===== config.mk =====
export PLATFORM = sky130hd
export DESIGN_NAME = oja_addr_flow
export DESIGN_NICKNAME = d
export VERILOG_FILES = /design/src/oja_pkg.sv /design/src/oja_pointer.sv /design/src/oja_alu.sv /design/src/oja_addr_flow.sv
export SDC_FILE = /design/constraint.sdc
export NUM_CORES = 1
export LEC_CHECK = 0
export BUFFER_PORTS_ARGS = -buffer_cell sky130_fd_sc_hd__clkbuf_2
export CELL_PAD_IN_SITES_DETAIL_PLACEMENT = 2
export CELL_PAD_IN_SITES_GLOBAL_PLACEMENT = 2
export CORE_ASPECT_RATIO = 0.8
export CORE_UTILIZATION = 30
export DETAILED_ROUTE_END_ITERATION = 10
export GPL_TIMING_DRIVEN = 0
export PLACE_DENSITY_LB_ADDON = 0.1
export SETUP_SLACK_MARGIN = 0.3
export SYNTH_ARGS = -nofsm -noshare
export SYNTH_HDL_FRONTEND = slang
export SYNTH_SLANG_ARGS = --single-unit

===== constraint.sdc =====
create_clock -name clk -period 8.89 [get_ports clk]
set_input_delay 0.889 -clock clk [delete_from_list [all_inputs] [get_ports clk]]
set_output_delay 0.889 -clock clk [all_outputs]
set_load 0.02 [all_outputs]

===== src/oja_pkg.sv =====
// shared constants and types for the operand and jump addressing block
package oja_pkg;

  localparam int PC_W = 15;
  localparam int DATA_W = 8;
  localparam logic [14:0] PC_RESET = 15'h0000;
  localparam logic [7:0] PTR_RESET = 8'h00;
  localparam logic [7:0] SP_RESET = 8'h00;
  localparam logic [7:0] SP_STEP = 8'h02;
  localparam logic [14:0] REL_BIAS = 15'h0001;
  localparam logic [14:0] NEXT_BYTE = 15'h0001;
  localparam logic [3:0] REG_WINDOW = 4'hf;
  localparam logic [7:0] ADDR_X = 8'hfc;
  localparam logic [7:0] ADDR_SP = 8'hfd;
  localparam logic [7:0] ADDR_B = 8'hfe;
  localparam logic [3:0] BCD_MAX = 4'h9;
  localparam logic [7:0] BCD_LOW_ADJ = 8'h06;
  localparam logic [7:0] BCD_HIGH_ADJ = 8'h60;

  typedef enum logic [3:0] {
    OP_SEQ, OP_LD_IND, OP_LD_IMM, OP_LD_SHORT, OP_TABLE_LOAD,
    OP_JUMP_REL, OP_JUMP_ABS, OP_JUMP_LONG, OP_TABLE_JUMP, OP_VECTOR,
    OP_CALL, OP_RET, OP_RET_SKIP, OP_RET_INT, OP_TEST, OP_ALU
  } oja_op_e;

  typedef enum logic [1:0] {PM_NONE, PM_INC, PM_DEC} oja_pmod_e;

  typedef enum logic [3:0] {
    ALU_ADD, ALU_ADC, ALU_SUB, ALU_SUBC, ALU_INC, ALU_DEC,
    ALU_DECIMAL, ALU_CLR, ALU_SC, ALU_RC
  } oja_alu_e;

endpackage : oja_pkg


===== src/oja_pointer.sv =====
// one memory-mapped 8-bit pointer register with load and post-modify
`timescale 1ns/100ps
`default_nettype none
module oja_pointer
  import oja_pkg::*;
#(
  parameter int W = 8,
  parameter logic [7:0] RESET = PTR_RESET
) (
  // clock and reset
  input wire logic clk,
  input wire logic sys_rst,
  input wire logic ce,
  // control
  input wire logic load,
  input wire logic [W-1:0] loadVal,
  input wire logic modify,
  input wire logic decrement,
  // value
  output logic [W-1:0] val
);
  logic [W-1:0] next_val;

  // load wins over modify; step wraps modulo 2**W and touches nothing else
  always_comb begin
    next_val = val;
    if (load) begin
      next_val = loadVal;
    end else if (modify) begin
      next_val = decrement ? val - W'(1) : val + W'(1);
    end
  end

  always_ff @(posedge clk) begin
    if (sys_rst) begin
      val <= W'(RESET);
    end else if (ce) begin
      val <= next_val;
    end
  end
endmodule : oja_pointer
`default_nettype wire


===== src/oja_alu.sv =====
// accumulator arithmetic: add, subtract, step, decimal correct, carry ops
`timescale 1ns/100ps
`default_nettype none
module oja_alu
  import oja_pkg::*;
(
  // request
  input wire oja_alu_e func,
  input wire logic [7:0] acc,
  input wire logic [7:0] operand,
  input wire logic carry,
  input wire logic halfCarry,
  // result
  output logic [7:0] result,
  output logic carryOut,
  output logic halfCarryOut
);
  logic sub;
  logic cin;
  logic [7:0] b;
  logic [8:0] sum;
  logic [4:0] half;

  always_comb begin
    sub = (func == ALU_SUB) || (func == ALU_SUBC);
    b = sub ? ~operand : operand;
    // carry set means no borrow on subtraction
    cin = (func == ALU_ADC || func == ALU_SUBC) ? carry : (func == ALU_SUB);
    sum = {1'b0, acc} + {1'b0, b} + {8'h00, cin};
    half = {1'b0, acc[3:0]} + {1'b0, b[3:0]} + {4'h0, cin};
    result = acc;
    carryOut = carry;
    halfCarryOut = halfCarry;
    case (func)
      ALU_ADD, ALU_SUB: begin
        result = sum[7:0];
      end
      ALU_ADC, ALU_SUBC: begin
        result = sum[7:0];
        carryOut = sum[8];
        halfCarryOut = half[4];
      end
      ALU_INC: result = acc + 8'h01;
      ALU_DEC: result = acc - 8'h01;
      ALU_DECIMAL: begin
        result = acc + (((acc[3:0] > BCD_MAX) || halfCarry) ? BCD_LOW_ADJ : 8'h00)
                     + (((acc[7:4] > BCD_MAX) || carry) ? BCD_HIGH_ADJ : 8'h00);
        carryOut = carry || (acc[7:4] > BCD_MAX);
      end
      ALU_CLR: result = 8'h00;
      ALU_SC: carryOut = 1'b1;
      ALU_RC: carryOut = 1'b0;
      default: result = acc;
    endcase
  end
endmodule : oja_alu
`default_nettype wire


===== src/oja_addr_flow.sv =====
// operand addressing and program-flow unit of the 8-bit core
`timescale 1ns/100ps
`default_nettype none
module oja_addr_flow
  import oja_pkg::*;
(
  // clock and reset
  input wire logic clk,
  input wire logic sys_rst,
  input wire logic ce,
  // decoded instruction
  input wire logic opValid,
  input wire oja_op_e opCode,
  input wire logic [1:0] instrLen,
  input wire logic ptrSel,
  input wire oja_pmod_e postMod,
  input wire logic [3:0] imm4,
  input wire logic [5:0] disp6,
  input wire logic [11:0] addr12,
  input wire logic [14:0] addr15,
  input wire oja_alu_e aluFunc,
  input wire logic [7:0] aluOperand,
  input wire logic testTrue,
  // program memory
  output logic progReq,
  output logic [14:0] progAddr,
  input wire logic progAck,
  input wire logic [7:0] progData,
  // data memory
  output logic dataReq,
  output logic [7:0] dataAddr,
  input wire logic dataAck,
  // register window writes
  input wire logic regWr,
  input wire logic [7:0] regAddr,
  input wire logic [7:0] regWrData,
  // stack
  output logic stackPush,
  output logic stackPop,
  output logic [7:0] stackAddr,
  output logic [14:0] stackWrData,
  input wire logic stackAck,
  input wire logic [14:0] stackRdData,
  // core state
  output logic [14:0] pc,
  output logic [7:0] acc,
  output logic carry,
  output logic halfCarry,
  output logic [7:0] ptrB,
  output logic [7:0] ptrX,
  output logic [7:0] sp,
  output logic skipNext,
  output logic opDone,
  output logic intReturn,
  output logic busy
);
  typedef enum logic [2:0] {ST_IDLE, ST_PWAIT, ST_VWAIT, ST_DWAIT, ST_SWAIT} oja_state_e;

  oja_state_e state, next_state;
  oja_op_e curOp, next_curOp;
  logic [1:0] curLen, next_curLen;
  logic curPtr, next_curPtr;
  oja_pmod_e curMod, next_curMod;
  logic [7:0] vecHi, next_vecHi;
  logic [14:0] next_pc, next_progAddr, next_stackWrData;
  logic [7:0] next_acc, next_dataAddr, next_stackAddr, next_sp;
  logic next_carry, next_halfCarry, next_skipNext, next_opDone, next_intReturn;
  logic next_progReq, next_dataReq, next_stackPush, next_stackPop;
  logic bLoad, xLoad, bMod, xMod, ptrDec;
  logic [7:0] bVal, xVal;
  logic [7:0] aluResult;
  logic aluCarry, aluHalf;
  logic [14:0] seqPc, curSeqPc;
  logic take;

  ////////////////////////////////////////////////////////////////////////
  oja_pointer #(.W(8), .RESET(PTR_RESET)) u_ptr_b (
    .clk(clk), .sys_rst(sys_rst), .ce(ce),
    .load(bLoad), .loadVal(bVal), .modify(bMod), .decrement(ptrDec), .val(ptrB)
  );
  oja_pointer #(.W(8), .RESET(PTR_RESET)) u_ptr_x (
    .clk(clk), .sys_rst(sys_rst), .ce(ce),
    .load(xLoad), .loadVal(xVal), .modify(xMod), .decrement(ptrDec), .val(ptrX)
  );
  oja_alu u_alu (
    .func(aluFunc), .acc(acc), .operand(aluOperand), .carry(carry),
    .halfCarry(halfCarry), .result(aluResult), .carryOut(aluCarry),
    .halfCarryOut(aluHalf)
  );

  ////////////////////////////////////////////////////////////////////////
  always_comb begin
    take = (state == ST_IDLE) && opValid;
    seqPc = pc + {13'h0000, instrLen};
    curSeqPc = pc + {13'h0000, curLen};
    next_state = state;
    next_curOp = curOp;
    next_curLen = curLen;
    next_curPtr = curPtr;
    next_curMod = curMod;
    next_vecHi = vecHi;
    next_pc = pc;
    next_acc = acc;
    next_carry = carry;
    next_halfCarry = halfCarry;
    next_sp = sp;
    next_skipNext = skipNext;
    next_opDone = 1'b0;
    next_intReturn = 1'b0;
    // requests hold until acknowledged
    next_progReq = progReq && !progAck;
    next_progAddr = progAddr;
    next_dataReq = dataReq && !dataAck;
    next_dataAddr = dataAddr;
    next_stackPush = stackPush && !stackAck;
    next_stackPop = stackPop && !stackAck;
    next_stackAddr = stackAddr;
    next_stackWrData = stackWrData;
    bLoad = 1'b0;
    xLoad = 1'b0;
    bVal = regWrData;
    xVal = regWrData;
    bMod = 1'b0;
    xMod = 1'b0;
    ptrDec = (curMod == PM_DEC);
    // register window writes; instruction loads below take priority
    if (regWr && regAddr[7:4] == REG_WINDOW) begin
      bLoad = (regAddr == ADDR_B);
      xLoad = (regAddr == ADDR_X);
      if (regAddr == ADDR_SP) begin
        next_sp = regWrData;
      end
    end
    case (state)
      ST_IDLE: begin
        if (take && skipNext) begin
          next_pc = seqPc;
          next_skipNext = 1'b0;
          next_opDone = 1'b1;
        end else if (take) begin
          next_curOp = opCode;
          next_curLen = instrLen;
          next_curPtr = ptrSel;
          next_curMod = postMod;
          next_opDone = 1'b1;
          next_pc = seqPc;
          case (opCode)
            OP_LD_IND: begin
              next_dataAddr = ptrSel ? ptrX : ptrB;
              next_dataReq = 1'b1;
              next_opDone = 1'b0;
              next_pc = pc;
              next_state = ST_DWAIT;
            end
            OP_LD_IMM: begin
              next_progAddr = pc + NEXT_BYTE;
              next_progReq = 1'b1;
              next_opDone = 1'b0;
              next_pc = pc;
              next_state = ST_PWAIT;
            end
            OP_LD_SHORT: begin
              bLoad = 1'b1;
              bVal = {4'h0, imm4};
            end
            OP_TABLE_LOAD, OP_TABLE_JUMP: begin
              next_progAddr = {pc[14:8], acc};
              next_progReq = 1'b1;
              next_opDone = 1'b0;
              next_pc = pc;
              next_state = ST_PWAIT;
            end
            OP_VECTOR: begin
              next_progAddr = addr15;
              next_progReq = 1'b1;
              next_opDone = 1'b0;
              next_pc = pc;
              next_state = ST_PWAIT;
            end
            OP_JUMP_REL: next_pc = pc + {{9{disp6[5]}}, disp6} + REL_BIAS;
            OP_JUMP_ABS: next_pc = {pc[14:12], addr12};
            OP_JUMP_LONG: next_pc = addr15;
            OP_CALL: begin
              next_stackPush = 1'b1;
              next_stackAddr = sp;
              next_stackWrData = seqPc;
              next_sp = sp - SP_STEP;
              next_pc = addr15;
              next_opDone = 1'b0;
              next_state = ST_SWAIT;
            end
            OP_RET, OP_RET_SKIP, OP_RET_INT: begin
              next_stackPop = 1'b1;
              next_stackAddr = sp + SP_STEP;
              next_opDone = 1'b0;
              next_pc = pc;
              next_state = ST_SWAIT;
            end
            OP_TEST: next_skipNext = !testTrue;
            OP_ALU: begin
              next_acc = aluResult;
              next_carry = aluCarry;
              next_halfCarry = aluHalf;
            end
            default: next_pc = seqPc;
          endcase
        end
      end
      ST_PWAIT: begin
        if (progAck) begin
          next_opDone = 1'b1;
          next_state = ST_IDLE;
          case (curOp)
            OP_TABLE_JUMP: next_pc = {pc[14:8], progData};
            OP_VECTOR: begin
              next_vecHi = progData;
              next_progAddr = progAddr + NEXT_BYTE;
              next_progReq = 1'b1;
              next_opDone = 1'b0;
              next_state = ST_VWAIT;
            end
            default: begin
              // table load leaves pc on the next instruction
              next_acc = progData;
              next_pc = curSeqPc;
            end
          endcase
        end
      end
      ST_VWAIT: begin
        if (progAck) begin
          next_pc = {vecHi[6:0], progData};
          next_opDone = 1'b1;
          next_state = ST_IDLE;
        end
      end
      ST_DWAIT: begin
        if (dataAck) begin
          bMod = (curMod != PM_NONE) && !curPtr;
          xMod = (curMod != PM_NONE) && curPtr;
          next_pc = curSeqPc;
          next_opDone = 1'b1;
          next_state = ST_IDLE;
        end
      end
      ST_SWAIT: begin
        if (stackAck) begin
          if (curOp != OP_CALL) begin
            next_pc = stackRdData;
            next_sp = sp + SP_STEP;
            next_skipNext = (curOp == OP_RET_SKIP);
            next_intReturn = (curOp == OP_RET_INT);
          end
          next_opDone = 1'b1;
          next_state = ST_IDLE;
        end
      end
      default: next_state = ST_IDLE;
    endcase
  end

  always_ff @(posedge clk) begin
    if (sys_rst) begin
      state <= ST_IDLE;
      curOp <= OP_SEQ;
      curLen <= 2'h0;
      curPtr <= 1'b0;
      curMod <= PM_NONE;
      vecHi <= 8'h00;
      pc <= PC_RESET;
      acc <= 8'h00;
      carry <= 1'b0;
      halfCarry <= 1'b0;
      sp <= SP_RESET;
      skipNext <= 1'b0;
      opDone <= 1'b0;
      intReturn <= 1'b0;
      progReq <= 1'b0;
      progAddr <= 15'h0000;
      dataReq <= 1'b0;
      dataAddr <= 8'h00;
      stackPush <= 1'b0;
      stackPop <= 1'b0;
      stackAddr <= 8'h00;
      stackWrData <= 15'h0000;
      busy <= 1'b0;
    end else if (ce) begin
      state <= next_state;
      curOp <= next_curOp;
      curLen <= next_curLen;
      curPtr <= next_curPtr;
      curMod <= next_curMod;
      vecHi <= next_vecHi;
      pc <= next_pc;
      acc <= next_acc;
      carry <= next_carry;
      halfCarry <= next_halfCarry;
      sp <= next_sp;
      skipNext <= next_skipNext;
      opDone <= next_opDone;
      intReturn <= next_intReturn;
      progReq <= next_progReq;
      progAddr <= next_progAddr;
      dataReq <= next_dataReq;
      dataAddr <= next_dataAddr;
      stackPush <= next_stackPush;
      stackPop <= next_stackPop;
      stackAddr <= next_stackAddr;
      stackWrData <= next_stackWrData;
      busy <= (next_state != ST_IDLE);
    end
  end
endmodule : oja_addr_flow
`default_nettype wire


==> reports/qor.txt <==
Peak supply drop: 0.000115 V
Setup TNS Final: 0 ns
Clock Path Buffers: 2
critical path type: in2reg
RSZ-0062 raised after global routing: no
Total Routed Length: 55500 um
status: completed
WP data required: 9.21 ns
CTS clk-pin slew, worst paths: 0.06 ns
RR Startpoint: pc[1]
hold worst-path end: curLen[0]
FMAX: 277 MHz
R2R cell count: 8
dominant synthesized flop cell: dfxtp_1
sequential area share after synthesis: 22.9%
final core utilization: 36.8%
hold path cells: 2
final worst-path cycle share: 40.7%
htree depth: 4
Critical Path AT: 3.93 ns
Vias/cell: 5.93
DR iter-0 viols: 890
I/O Buffers: 201
total CTS buffers: 17
flop-to-flop setup slack: 5.29 ns
WL/cell: 26.0 um
FF+latch count, synth: 122
FFs w/ async S/R, synth: 0%
die area: 36300 um2
layout cell share with drive strength beyond 1: 17.6%
RePlAce Congestion: 0.947
GR Util All Layers: 30.7%
Leak: 0.00503 uW
fin nets: 1817
Worst R2R End: pc[12]
fin worst setup slack: 5.28 ns
synthesized area: 10700 um2
Pre-antenna DRT Iters: 5
PwrDens: 136 nW/um2
number of hold buffers added after CTS: 0
Max Slew Vio Count: 0
Post-route DRC: 0
Hold Crit Start: curLen[0]
initial antenna violation count: 1
Syn Inst Count: 1431
largest net degree at the start of global routing: 17
clock sink count: 122
# rows: 61
Initial Util: 30.6%
root buffer cell: clkbuf_16
Vias: 12700
post-CTS sizing: 0
Worst Hold Class: reg2reg
Synth cell types: 86
clk_lat worst skew: 0.45 ns
detailed placement HPWL: 44000 um
Die H: 171 um
die width: 213 um
syn_area_per_cell: 7.45 um2
post-synth net total: 1597
minimum clock period: 3.61 ns
max-cap viol count: 0
Core Area: 34900 um2
postcts setup bufs: 0
actual slew at the worst max-slew pin: 1.29 ns
CP endpoint kind: register
area growth from synthesis to layout: 20.5%
Final Hold Viols: 0
Clock Skew: 0.0152 ns
Slew headroom: 13.3%
Worst setup SP type: input port
CTS tree: built
CP max FO: 10
warnings from Yosys: 0
Final setup viols: 0
total I/O pin count: 209
grt ovf: 0
number of synthesized flops with an enable pin: 0
Routed Antenna Nets: 0
vias in the first global route: 12900
global-route wire length before repair: 82600 um
pre-CTS setup slack: 4.80 ns
==> sequential cells by signal, indices dropped and copies added, names as in the netlist, 3 cells and up <==
| register | cells |
|---|---|
| pc | 15 |
| u_ptr_x.val | 8 |
| u_ptr_b.val | 8 |
| stackWrData | 15 |
| acc | 8 |
| vecHi | 7 |
| dataAddr | 8 |
| curOp | 4 |
| progAddr | 15 |
| state | 3 |
| stackAddr | 8 |
| sp | 8 |
==> how the worst max path moves through the flow <==
stage / start / endpoint / slack (ns)
floorplan: aluFunc[3] / carry / 5.46
CTS: aluFunc[2] / acc[7] / 5.25
global route: aluFunc[2] / acc[7] / 4.98
global placement: aluFunc[2] / acc[7] / 4.84
detailed placement: aluFunc[2] / acc[7] / 4.80
finish: aluFunc[2] / acc[7] / 5.28
==> where the power goes <==
part	total [uW]	switching [uW]	internal [uW]
sequential	593	29.4	563
clock	726	293	433
combinational	425	283	142
total	1740	605	1140
==> synthesized netlist by cell type (all sizes together) (20+ instances only) <==
library cell	instances	area, um2
a22oi	27	203
a21oi	120	604
o21ai	114	571
xnor2	36	315
clkbuf	65	244
nand3	54	275
nor2b	20	125
buf	43	229
nand2b	21	131
a211oi	51	383
nand2	107	412
a221oi	20	175
nor2	132	498
xor2	29	254
ha	51	638
a31oi	22	138
inv	48	180
nor3	33	170
dfxtp	122	2440
mux2i	30	300
==> cell usage in the layout, fill, tap and decap left out, types with 7 or more instances in the layout <==
master / Yosys / final
nor3b_1: 8 / 8
buf_1: 7 / 7
o21ai_1: 8 / 8
ha_1: 51 / 51
nor3_1: 32 / 32
o31ai_1: 10 / 10
o21a_1: 16 / 16
and3_1: 18 / 18
nor2b_1: 20 / 20
inv_1: 48 / 48
a21o_1: 12 / 12
nand4_1: 8 / 8
fa_1: 9 / 9
nand3_1: 53 / 53
a221oi_1: 20 / 20
mux2i_1: 30 / 30
clkbuf_2: 0 / 201
o21ai_0: 106 / 106
xor2_1: 29 / 29
nor2_1: 131 / 131
clkbuf_16: 0 / 17
dfxtp_1: 122 / 122
a211o_1: 11 / 11
or4_1: 10 / 10
nand3b_1: 10 / 10
nand2_1: 105 / 105
xnor2_1: 36 / 36
nand2b_1: 21 / 21
nor4_1: 18 / 18
a311oi_1: 11 / 11
o22ai_1: 9 / 9
a31oi_1: 22 / 22
a21oi_1: 119 / 119
o211ai_1: 18 / 18
buf_2: 30 / 30
or3_1: 16 / 16
a22oi_1: 27 / 27
a211oi_1: 51 / 51
clkbuf_1: 65 / 66
==> layout make-up <==
type,count,area (um2)
fill,4225,22000
multi-input combinational,1153,7560
sequential,122,2440
timing repair buffer,201,1010
tap,472,591
buffer,108,473
clock buffer,21,470
inverter,48,180
clock inverter,11,120
antenna,1,2.50
==> metrics by stage <==
step,hold slack (ns),cell area [um2],power [uW],cells
2_1_floorplan,0.440,10700,842,1431
3_3_place_gp,0.452,12300,1010,2104
3_5_place_dp,0.459,12300,1020,2104
4_1_cts,0.467,12800,1750,2136
5_1_grt,0.494,12800,1810,2136
6_report,0.468,12800,1740,2137
==> per-layer routing <==
metal | track usage (%) | vias to the layer above | part of all wire, %
met5 | 0 | - | 0
met2 | 47.8 | 405 | 44
met1 | 42.3 | 6395 | 47
li1 | - | 5799 | -
met3 | 6.39 | 74 | 6.2
met4 | 9.13 | 0 | 2.2
==> critical path: stages <==
cell and delay (ns):
clkbuf_1 0.26, nor2b_1 0.17, clkbuf_1 0.36, and3_1 0.40, ha_1 0.30, a211oi_1 0.33, o21bai_1 0.16, o41ai_1 0.42
xnor2_1 0.16, a221oi_1 0.35, a21oi_1 0.11
==> cells by family (layout without fill, tap and decap cells) <==
family / Yosys count / in the layout / share of synthesized area (%)
mux: 30 / 30 / 2.82
buf+inv: 156 / 389 / 6.13
fa+ha+maj: 60 / 60 / 7.68
other cells: 0 / 1 / 0
xor+xnor: 65 / 65 / 5.34
flops: 122 / 122 / 22.9
simple gates: 497 / 497 / 24.3
compound gates: 501 / 501 / 30.8
No activity file was read; power rests on OpenSTA's default activity.
